$ cat src/fsport_defs.svh
/*
  Constants for the framed serial port: word length, divider defaults and reset values.
  Assumes inclusion by the package and the port module only.
*/
`ifndef FSPORT_DEFS_SVH
`define FSPORT_DEFS_SVH
`define FSP_WORD_BITS      16
`define FSP_MCLK_DIV_DEF   8'h01
`define FSP_SCLK_DIV_DEF   8'h04
`define FSP_WORD_RESET     16'h0000
`define FSP_BITCNT_RESET   5'h00
`define FSP_DIVCNT_RESET   16'h0000
`endif

$ cat src/fsport_pkg.sv
/*
  Types shared by the framed serial port files.
  Assumes fsport_defs.svh is on the include path.
*/
`include "fsport_defs.svh"
package fsport_pkg;
  typedef logic [`FSP_WORD_BITS-1:0] word_t;
  typedef enum logic [1:0] {TX_IDLE, TX_SYNC, TX_SHIFT} txState_t;
  typedef struct packed {
    logic data;
    logic dataOe;
    logic sync;
    logic syncOe;
  } serialPins_t;
endpackage : fsport_pkg

$ cat src/sync2.sv
/*
  Two-flop synchroniser for one level arriving from outside the clock domain.
  Assumes an asynchronous active-low reset; reset value is a parameter.
*/
`timescale 1ns/1ps
module sync2 #(
  parameter logic RESET_VAL = 1'b0
) (
  input  wire logic sys_clk,   // system clock
  input  wire logic rst_n,     // asynchronous reset, active low
  input  wire logic asyncIn,   // level from outside the domain
  output logic      syncOut    // synchronised level
);
  logic stage1_r;
  logic stage1_nxt;
  logic syncOut_nxt;

  always_comb begin
    stage1_nxt  = asyncIn;
    syncOut_nxt = stage1_r;
  end

  always_ff @(posedge sys_clk or negedge rst_n) begin
    if (!rst_n) begin
      stage1_r <= RESET_VAL;
      syncOut  <= RESET_VAL;
    end else begin
      stage1_r <= stage1_nxt;
      syncOut  <= syncOut_nxt;
    end
  end
endmodule : sync2

$ cat src/framed_serial_port.sv
/*
  Framed serial port of the converter: makes the serial clock from the master clock, sends
  framed 16-bit words and receives framed 16-bit words from the host.
  Assumes sys_clk is the master clock, supplied from outside; the pins of the host side
  are asynchronous and are synchronised here.
*/
// How it works
// - Active-low chip reset clears all internal logic; the divider settings are inputs and are not held here.
// - Port makes the serial clock itself and drives it out.
// - Serial clock equals master clock divided by master divider times serial divider, or by 2 when that product is 1.
// - Outgoing bits change on rising serial-clock edges, data and frame sync alike.
// - Data output floats when idle or when port enable is low.
// - Output frame sync is one serial period, just before the MSB.
// - Output frame sync changes on rising edges, floats while disabled.
// - Input frame sync sampled on falling edges, ignored while disabled.
// - Input bits captured MSB first, one per falling edge, after the sync.
// - Data input ignored completely while port enable is low.
// - Port disable floats outputs, ignores inputs, stops serial clock.
// - Re-enable keeps data registers; counters restart from reset values.
`timescale 1ns/1ps
module framed_serial_port
  import fsport_pkg::*;
#(
  parameter int WORD_BITS = `FSP_WORD_BITS,
  parameter int DIV_W     = 8
) (
  input  wire logic             sys_clk,          // master clock from outside
  input  wire logic             rst_n,            // chip reset, active low
  input  wire logic             port_enable_in,   // asynchronous port enable pin
  input  wire logic [DIV_W-1:0] mclkDiv,          // master clock rate divider, 0 reads as 1
  input  wire logic [DIV_W-1:0] sclkDiv,          // serial clock rate divider, 0 reads as 1
  input  wire logic             in_frame_sync,    // host frame sync pin
  input  wire logic             serial_data_in,   // host data pin
  input  wire logic             txValid,          // a word is offered for sending
  input  wire word_t            txWord,           // word to send
  output logic                  txReady,          // word taken this cycle
  output logic                  serialClk,        // serial clock pin
  output logic                  serial_data_out,  // data pin level
  output logic                  serialDataOe,     // data pin driven
  output logic                  out_frame_sync,   // frame sync pin level
  output logic                  outSyncOe,        // frame sync pin driven
  output logic                  rxValid,          // one-cycle pulse, word received
  output word_t                 rxWord            // last received word
);
  localparam int CNT_W = 2 * DIV_W;
  localparam int BIT_W = $clog2(WORD_BITS + 1);

  logic                       enSync;
  logic                       fsSync;
  logic                       sdSync;
  logic [CNT_W-1:0]           periodLen;
  logic [CNT_W-1:0]           highLen;
  logic [CNT_W-1:0]           divCnt_r, divCnt_nxt;
  logic                       serialClk_nxt;
  logic                       riseEv, fallEv;
  txState_t                   txState_r, txState_nxt;
  logic [BIT_W-1:0]           txBit_r, txBit_nxt;
  word_t                      txShift_r, txShift_nxt;
  logic                       txReady_nxt;
  serialPins_t                pins_nxt;
  logic                       rxArmed_r, rxArmed_nxt;
  logic [BIT_W-1:0]           rxBit_r, rxBit_nxt;
  word_t                      rxShift_r, rxShift_nxt;
  word_t                      rxWord_nxt;
  logic                       rxValid_nxt;

  // Enable and host pins are asynchronous, so each crosses two flops first.
  sync2 #(.RESET_VAL(1'b0)) uEnSync (
    .sys_clk (sys_clk),
    .rst_n   (rst_n),
    .asyncIn (port_enable_in),
    .syncOut (enSync)
  );
  sync2 #(.RESET_VAL(1'b0)) uFsSync (
    .sys_clk (sys_clk),
    .rst_n   (rst_n),
    .asyncIn (in_frame_sync),
    .syncOut (fsSync)
  );
  sync2 #(.RESET_VAL(1'b0)) uSdSync (
    .sys_clk (sys_clk),
    .rst_n   (rst_n),
    .asyncIn (serial_data_in),
    .syncOut (sdSync)
  );

  // One serial period is the divider product in master clocks, and the high phase takes the odd cycle.
  // A product of 1 would need the serial clock to equal the master clock, so it runs as 2.
  // Receiving needs a high phase of at least three master clocks because of the input synchronisers.
  always_comb begin
    periodLen = CNT_W'((mclkDiv == '0 ? DIV_W'(1) : mclkDiv) *
                       (sclkDiv == '0 ? DIV_W'(1) : sclkDiv));
    if (periodLen < CNT_W'(2)) begin
      periodLen = CNT_W'(2);
    end
    highLen = periodLen - (periodLen >> 1);
  end

  // Serial clock generator, held still while the port is disabled.
  always_comb begin
    divCnt_nxt    = divCnt_r;
    serialClk_nxt = serialClk;
    riseEv        = 1'b0;
    fallEv        = 1'b0;
    if (!enSync) begin
      divCnt_nxt    = `FSP_DIVCNT_RESET;
      serialClk_nxt = 1'b0;
    end else if (divCnt_r + CNT_W'(1) >= periodLen) begin
      divCnt_nxt    = `FSP_DIVCNT_RESET;
      serialClk_nxt = 1'b1;
      riseEv        = 1'b1;
    end else begin
      divCnt_nxt = divCnt_r + CNT_W'(1);
      if (serialClk && (divCnt_r + CNT_W'(1) == highLen)) begin
        serialClk_nxt = 1'b0;
        fallEv        = 1'b1;
      end
    end
  end

  // Transmit side: sync period, then sixteen bits MSB first, all launched at rising edges.
  always_comb begin
    txState_nxt = txState_r;
    txBit_nxt   = txBit_r;
    txShift_nxt = txShift_r;
    txReady_nxt = 1'b0;
    pins_nxt    = '{data: serial_data_out, dataOe: serialDataOe,
                    sync: out_frame_sync, syncOe: outSyncOe};
    if (!enSync) begin
      txState_nxt = TX_IDLE;
      txBit_nxt   = `FSP_BITCNT_RESET;
      pins_nxt    = '{data: 1'b0, dataOe: 1'b0, sync: 1'b0, syncOe: 1'b0};
    end else if (riseEv) begin
      pins_nxt.syncOe = 1'b1;
      case (txState_r)
        TX_IDLE: begin
          pins_nxt.sync   = 1'b0;
          pins_nxt.dataOe = 1'b0;
          if (txValid) begin
            txShift_nxt   = txWord;
            txReady_nxt   = 1'b1;
            pins_nxt.sync = 1'b1;
            txState_nxt   = TX_SYNC;
          end
        end
        TX_SYNC, TX_SHIFT: begin
          pins_nxt.sync   = 1'b0;
          pins_nxt.data   = txShift_r[WORD_BITS-1];
          pins_nxt.dataOe = 1'b1;
          txShift_nxt     = {txShift_r[WORD_BITS-2:0], 1'b0};
          if (txBit_r == BIT_W'(WORD_BITS - 1)) begin
            txBit_nxt   = `FSP_BITCNT_RESET;
            txState_nxt = TX_IDLE;
          end else begin
            txBit_nxt   = txBit_r + BIT_W'(1);
            txState_nxt = TX_SHIFT;
          end
        end
        default: txState_nxt = TX_IDLE;
      endcase
    end
  end

  // Receive side: sample on falling edges; a sync arms a sixteen-bit capture.
  always_comb begin
    rxArmed_nxt = rxArmed_r;
    rxBit_nxt   = rxBit_r;
    rxShift_nxt = rxShift_r;
    rxWord_nxt  = rxWord;
    rxValid_nxt = 1'b0;
    if (!enSync) begin
      rxArmed_nxt = 1'b0;
      rxBit_nxt   = `FSP_BITCNT_RESET;
    end else if (fallEv) begin
      if (rxArmed_r) begin
        rxShift_nxt = {rxShift_r[WORD_BITS-2:0], sdSync};
        if (rxBit_r == BIT_W'(WORD_BITS - 1)) begin
          rxWord_nxt  = {rxShift_r[WORD_BITS-2:0], sdSync};
          rxValid_nxt = 1'b1;
          rxBit_nxt   = `FSP_BITCNT_RESET;
          rxArmed_nxt = fsSync;
        end else begin
          rxBit_nxt = rxBit_r + BIT_W'(1);
        end
      end else if (fsSync) begin
        rxArmed_nxt = 1'b1;
        rxBit_nxt   = `FSP_BITCNT_RESET;
      end
    end
  end

  // Reset clears everything, including the word registers that survive a port disable.
  always_ff @(posedge sys_clk or negedge rst_n) begin
    if (!rst_n) begin
      divCnt_r        <= `FSP_DIVCNT_RESET;
      serialClk       <= 1'b0;
      txState_r       <= TX_IDLE;
      txBit_r         <= `FSP_BITCNT_RESET;
      txShift_r       <= `FSP_WORD_RESET;
      txReady         <= 1'b0;
      serial_data_out <= 1'b0;
      serialDataOe    <= 1'b0;
      out_frame_sync  <= 1'b0;
      outSyncOe       <= 1'b0;
      rxArmed_r       <= 1'b0;
      rxBit_r         <= `FSP_BITCNT_RESET;
      rxShift_r       <= `FSP_WORD_RESET;
      rxWord          <= `FSP_WORD_RESET;
      rxValid         <= 1'b0;
    end else begin
      divCnt_r        <= divCnt_nxt;
      serialClk       <= serialClk_nxt;
      txState_r       <= txState_nxt;
      txBit_r         <= txBit_nxt;
      txShift_r       <= txShift_nxt;
      txReady         <= txReady_nxt;
      serial_data_out <= pins_nxt.data;
      serialDataOe    <= pins_nxt.dataOe;
      out_frame_sync  <= pins_nxt.sync;
      outSyncOe       <= pins_nxt.syncOe;
      rxArmed_r       <= rxArmed_nxt;
      rxBit_r         <= rxBit_nxt;
      rxShift_r       <= rxShift_nxt;
      rxWord          <= rxWord_nxt;
      rxValid         <= rxValid_nxt;
    end
  end
endmodule : framed_serial_port

$ cat config.mk
export PLATFORM = sky130hd
export DESIGN_NAME = framed_serial_port
export DESIGN_NICKNAME = d
export VERILOG_FILES = /design/src/fsport_pkg.sv /design/src/sync2.sv /design/src/framed_serial_port.sv
export VERILOG_INCLUDE_DIRS = /design/src
export SDC_FILE = /design/constraint.sdc
export NUM_CORES = 1
export LEC_CHECK = 0
export BUFFER_PORTS_ARGS = -buffer_cell sky130_fd_sc_hd__buf_2
export CAP_MARGIN = 0
export CORE_ASPECT_RATIO = 0.75
export CORE_MARGIN = 2
export CORE_UTILIZATION = 62
export DETAILED_ROUTE_END_ITERATION = 10
export GPL_TIMING_DRIVEN = 0
export PLACE_DENSITY = 0.8
export SKIP_CTS_REPAIR_TIMING = 1
export SLEW_MARGIN = 5
export SYNTH_ARGS = -nofsm -noshare
export SYNTH_HDL_FRONTEND = slang
export SYNTH_SLANG_ARGS = --single-unit
$ cat constraint.sdc
create_clock -name sys_clk -period 5 [get_ports sys_clk]
set_clock_uncertainty 0.15 [all_clocks]
set_input_delay 0.75 -clock sys_clk [delete_from_list [all_inputs] [get_ports sys_clk]]
set_output_delay 0.75 -clock sys_clk [all_outputs]
set_load 0.005 [all_outputs]
== Yosys cells after proc, flatten, opt, wreduce, memory -nomap -nowiden ==
Cells that the tools add are included.

* Logic and storage cells: 100
* Output and inout port bits: 23
* Bits in registers: 89
* Bits of input ports: 38

* Multiply operators: 1
* Muxes and demuxes: 46
* Equality and inequality tests: 13
* $add $sub $neg: 4
* $lt $le $gt $ge: 2
* Reduce and logical (&&, ||, !) cells: 13

{| class="wikitable"
|+ Operators with widths
! kind !! count
|-
| $mux 16 || 4
|-
| $mux 5 || 9
|-
| $pmux 16 s2 || 1
|-
| $mux 1 || 22
|-
| $add 16x1->16 const B || 1
|-
| $eq 16x16->1 || 1
|-
| $ge 16x16->1 || 1
|-
| $logic_not 8->1 || 2
|-
| $lt 16x2->1 const B || 1
|-
| $mul 8x8->16 || 1
|-
| $mux 8 || 2
|-
| $sub 16x15->16 || 1
|-
| $add 5x1->5 const B || 2
|-
| $eq 5x4->1 const B || 2
|-
| $ne 3x3->1 const B || 3
|-
| $mux 2 || 4
|-
| $mux 4 || 2
|-
| $ne 2x2->1 const B || 4
|-
| $pmux 2 s2 || 2
|-
| $reduce_and 2->1 || 4
|-
| $reduce_and 4->1 || 2
|-
| $ne 3x2->1 const B || 1
|-
| $reduce_and 3->1 || 1
|-
| $eq 2x1->1 const B || 1
|-
| other kinds (5) || 5
|}

== Depth between registers and ports, before layout ==
* Depth in word-level cells: 13
* Mapped depth: 37
* Depth with buffers taken out: 35

== By module ==
Synthesis repeated with hierarchy kept, for this count alone.

* Cells, all modules: 766
* Area total of the unflattened synthesis: 7454.6 sq um

{| class="wikitable"
|+ By module, submodules not included
! module !! area an instance (sq um) !! instances !! sequential area each (sq um) !! cells an instance
|-
| framed_serial_port || 7304.5 || 1 || 2077.0 || 760
|-
| sync2 || 50.0 || 3 || 50.0 || 2
|}

== Worst setup path after synthesis ==
Ideal clock, no wire load.

* Path type: in2reg
* Start: input port mclkDiv[4]
* End: register rxWord[15]
* Path buffers: 2
* Stages: 35
* Path slack: -3.847 ns
* Arrival: 8.572 ns
* Setup time: 0.125 ns
* Data required time: 4.725 ns
* Path through: nor4_1 > a21oi_1 > nand2b_1 > fa_1 > fa_1 > inv_1 > fa_1 > inv_1 > fa_1 > inv_1 > ha_1 > clkbuf_1 > nand3_1 > and2_1 > a21oi_1 > o21ai_0 > a211oi_1 > inv_1 > ha_1 > nand4_1 > nor3_1 > nand4_1 > nand2b_1 > ha_1 > fa_1 > nand2b_1 > a211o_1 > a21oi_1 > o21ai_0 > a222oi_1 > and4_4 > nand4_4 > nor3_4 > buf_12 > mux2_4

* Longest elaborated chain between the ends: 12
* Elaborated cells between the ends (all ways): 13
* Those cells by class: 1 x add/sub; 1 x mul; 2 x order compare; 1 x eq/ne; 5 x mux; 3 x reduce/logical

{| class="wikitable"
|+ RTL lines
! item !! line !! source
|-
| start: declaration || framed_serial_port.sv:30 || <nowiki>input wire logic [DIV_W-1:0] mclkDiv,</nowiki>
|-
| $logic_not 8->1 || framed_serial_port.sv:91 || <nowiki>periodLen = CNT_W'((mclkDiv == '0 ? DIV_W'(1) : mclkDiv) *</nowiki>
|-
| $mux 8 * || framed_serial_port.sv:91 ||
|-
| $mul 8x8->16 * || framed_serial_port.sv:91 ||
|-
| $lt 16x2->1 || framed_serial_port.sv:93 || <nowiki>if (periodLen < CNT_W'(2)) begin</nowiki>
|-
| $mux 16 * || framed_serial_port.sv:93 ||
|-
| $sub 16x15->16 || framed_serial_port.sv:96 || <nowiki>highLen = periodLen - (periodLen >> 1);</nowiki>
|-
| $eq 16x16->1 || framed_serial_port.sv:114 || <nowiki>if (serialClk && (divCnt_r + CNT_W'(1) == highLen)) begin</nowiki>
|-
| $logic_and 1x1->1 || framed_serial_port.sv:114 ||
|-
| $mux 1 || framed_serial_port.sv:114 ||
|-
| $mux 1 * || framed_serial_port.sv:108 || <nowiki>end else if (divCnt_r + CNT_W'(1) >= periodLen) begin</nowiki>
|-
| $mux 1 * || framed_serial_port.sv:105 || <nowiki>if (!enSync) begin</nowiki>
|-
| $reduce_and 4->1 (no source line) * || n/a ||
|-
| end signal: assignment || framed_serial_port.sv:208 || <nowiki>rxWord <= `FSP_WORD_RESET;</nowiki>
|-
| end signal: assignment || framed_serial_port.sv:224 || <nowiki>rxWord <= rxWord_nxt;</nowiki>
|-
| end: declaration || framed_serial_port.sv:43 || <nowiki>output word_t rxWord</nowiki>
|}

Mark *: on every way between the ends. The rest lies on a longest branch, timed or not.
A chain may end at the register's enable or synchronous reset.

== Final worst setup path ==
* Start: input port mclkDiv[1]
* End: register rxWord[0]

The elaborated chain is that of the path after synthesis.

==> summary.md <==
| Metric | Value |
|---|---|
| Via count | ~6,700 |
| I/O pins | just over 60 |
| Antenna-violating nets left | 0 |
| Antenna violations before repair | 0 |
| Core Region | 0.01222 mm2 |
| Clock power share | 0.110 |
| Worst hold path type | primary input to asynchronous set/reset pin |
| CTS Sinks | 89 |
| Endpoints failing setup | a little over 80 |
| Failing checks | negative setup slack |
| Via density | 6.279 |
| Drt first pass iters | 7 |
| F_max | between 0.1 and 0.15 GHz |
| Synth Register Bits | slightly below 90 |
| CTS Root Cell | clkbuf_16 |
| GRT Resource Usage Total | 0.2725 |
| Die Footprint | between 0.01 and 0.015 mm2 |
| Drt wl/cell | ~20 um |
| Logic pwr share | 0.771 |
| CP max stage cell | fa_1 |
| CTS tree | yes |
| Tmin final | just under 9 ns |
| Final Cell Area | 0.009824 mm2 |
| Worst-path fanout max | 9 |
| Synthesized area per cell | around 10 um2 |
| Synth warnings | 0 |
| Ys flop type | dfrtp_1 |
| Fin crit share | 1.753 |
| Final wirelength | roughly 21 mm |
| Dpl cells | approximately 1,000 |
| Post-synthesis compound-gate area fraction | 0.1123 |
| Clock Pin Slew Worst Setup and Hold Paths | roughly 0.060 ns |
| Worst Setup End Kind | flip-flop |
| Endpoints failing hold | 0 |
| First-pass GRT wire length | ~29 mm |
| Number of global-route vias before repair | ~6,000 |
| Port buffer count | 60 |
| Register share of total power | 0.119 |
| Deepest clock path buffer count | 2 |
| Initial core utilization | 0.6318 |
| CP peak stage delay | 0.54 ns |
| Max_cap viols | 0 |
| Pwr dens | between 600 and 700 mW/mm2 |
| P&R area growth vs syn | 27.26% |
| Status | finished with violations |
| Crit start category | primary input |
| Largest family of logic cells by synthesized area | adder cells |
| Final count of pins violating max slew | 0 |
| CTS HTree Levels | 3 |
| Chip height | around 100 um |
| Total gr overflow | 0 |
| Clock latency on the worst-skew pair | about 0.34 ns |
| Worst path required time | a little over 5 ns |
| Placed inst area | approximately 0.0085 mm2 |
| Cell area after synthesis | approximately 0.0077 mm2 |
| Worst setup margin | -3.764 ns |
| Drt initial violations | approximately 600 |
| Least-Margin Pin Slew | about 0.82 ns |
| Critical path type | primary input to flip-flop |
| Internal | 3.227 mW |
| Final Wtd Congestion | just over 0.9 |
| Row cnt | 35 |
| Simple-Gate Fraction of Synth Area | 0.1828 |
| Psw | approximately 3.0 mW |
| Mapped Nets | approximately 900 |
| Max IR drop VDD | between 0.0007 and 0.0008 V |
| Chip width | between 100 and 150 um |
| Synth Area in XOR/XNOR | 0.07423 |
| Fraction of registers with async set or reset after synthesis | 1.000 |
| Largest net degree at the start of global routing | 70 |
| Dpl ws | -4.388 ns |
| RSZ-0062 raised after global routing | true |
| Post-synthesis mux area share | 0.07601 |
| CTS buffer count | 9 |
| TNS Setup | -264.17 ns |
| Seq/Total Area, Yosys | 0.2885 |
| Lkg Pwr | about 4.8 nW |
| Dpl hpwl | about 14 mm |
| DRC violations left | 0 |
| Adder-Cell Fraction of Synth Area | 0.2143 |
| Min Hold Slack | between 0.1 and 0.15 ns |
| Share of layout cells above drive strength 1 | 0.3108 |
| Non-Filler Instances | around 1,100 |
| Relative max-transition margin | 0.4464 |
| Arr. time, crit path | a little under 9 ns |
| Post-synth EDFFs | 0 |
| Sw Ratio | 0.4806 |
| Unique masters post-synth | 77 |
| N_diodes | 0 |
| Layout Nets | 1,044 |
| Gate Count Post-Synth | 775 |
==> final timing paths <==
check                                 start               to  slack (ns)  cells past startpoint
hold reg to reg            uFsSync.stage1_r  uFsSync.syncOut        0.21                      0
max in group asynchronous             rst_n      divCnt_r[8]        3.95                      2
setup reg to reg                divCnt_r[0]        rxWord[0]        0.78                     15
min in group sys_clk       uFsSync.stage1_r  uFsSync.syncOut        0.21                      0
setup / recovery                 mclkDiv[1]        rxWord[0]       -3.76                     37
hold / removal                        rst_n     txShift_r[0]        0.14                      1
==> cells in the mapped netlist (20+ instances only) <==
master    n  area share
mux2_2   21       0.031
ha_1     73        0.12
nand2_1  41       0.020
dfrtp_1  89        0.29
o21ai_0  23       0.015
a21oi_1  48       0.031
xnor2_1  23       0.026
inv_1    71       0.035
and2_1   42       0.034
nand3_1  20       0.013
mux2i_1  20       0.026
nor2_1   39       0.019
fa_1     37       0.096
==> layer usage <==
metal | track usage | wire length (um) | vias to the layer above
li1 | - | - | 2974
met1 | 0.3868 | 9178 | 3339
met2 | 0.4428 | 10260 | 325
met3 | 0.03570 | 1318 | 62
met4 | 0.08106 | 503 | 0
met5 | 0 | 0 | -
==> placed cells by master (no fill, tap or decap), types with 7 or more instances in the layout <==
cell type  instances
dfrtp_1           89
inv_1             63
ha_1              62
buf_2             52
and2_1            41
nand2_1           39
fa_1              35
nor2_1            34
mux2_4            31
a21oi_1           30
buf_4             28
buf_6             21
mux2i_1           20
xnor2_1           19
nand3_1           18
o21ai_0           17
xor2_1            16
nor2b_1           14
clkbuf_1          14
and3_1            14
a21oi_2           13
nand4_1           13
clkbuf_16         12
a21o_1            11
nor3_1             8
xnor3_1            8
inv_2              7
==> through the flow <==
step	utilization	total power, mW
after CTS	0.7196	5.434
after global routing	0.8041	6.662
final	0.8041	6.213
after floorplan	-	3.918
after global placement	0.6927	4.638
after detailed placement	0.6951	4.728
==> cells by family (layout without fill, tap and decap cells) <==
group | after synthesis | in the layout
multiplexers | 51 | 51
XOR/XNOR | 49 | 49
buffers and inverters | 97 | 223
AO/OA/AOI/OAI | 131 | 131
flip-flops | 89 | 89
AND/OR/NAND/NOR | 248 | 248
adder cells (fa/ha/maj) | 110 | 110
==> area by class of cell <==
cell class	count	area [um2]
plain buffers	24	211.5
clock buffers	12	246.5
clock inverters	4	52.55
fillers	680	2394
inverters	72	275.3
multi-input cells	589	5712
flip-flops and latches	89	2227
well taps	166	207.7
repair buffers	111	892.1
==> flip-flops by register name (all words and copies together), names as in the netlist <==
register          count
rxValid               1
txShift_r            16
txBit_r               5
serialClk             1
outSyncOe             1
uSdSync.syncOut       1
uSdSync.stage1_r      1
uFsSync.syncOut       1
out_frame_sync        1
rxArmed_r             1
rxShift_r            15
rxBit_r               5
rxWord               16
uEnSync.stage1_r      1
txReady               1
txState_r             2
serialDataOe          1
uFsSync.stage1_r      1
uEnSync.syncOut       1
serial_data_out       1
divCnt_r             16
==> worst max-delay path: cells and delay by family <==
| kind | cells | cell delay (ns) |
|---|---|---|
| adder cells (fa/ha/maj) | 8 | 3.07 |
| buffers and inverters | 9 | 0.99 |
| AND/OR/NAND/NOR | 11 | 2.13 |
| AO/OA/AOI/OAI | 7 | 1.38 |
| multiplexers | 1 | 0.30 |
| XOR/XNOR | 1 | 0.21 |
==> power groups by stage <==
stage	logic (mW)	registers [mW]	clock network (mW)
6_report	4.79	0.742	0.681
5_1_grt	5.20	0.742	0.721
4_1_cts	4.01	0.739	0.686
3_5_place_dp	3.97	0.753	0
3_3_place_gp	3.89	0.752	0
2_1_floorplan	3.17	0.751	0
No activity file was read; power rests on OpenSTA's default activity.
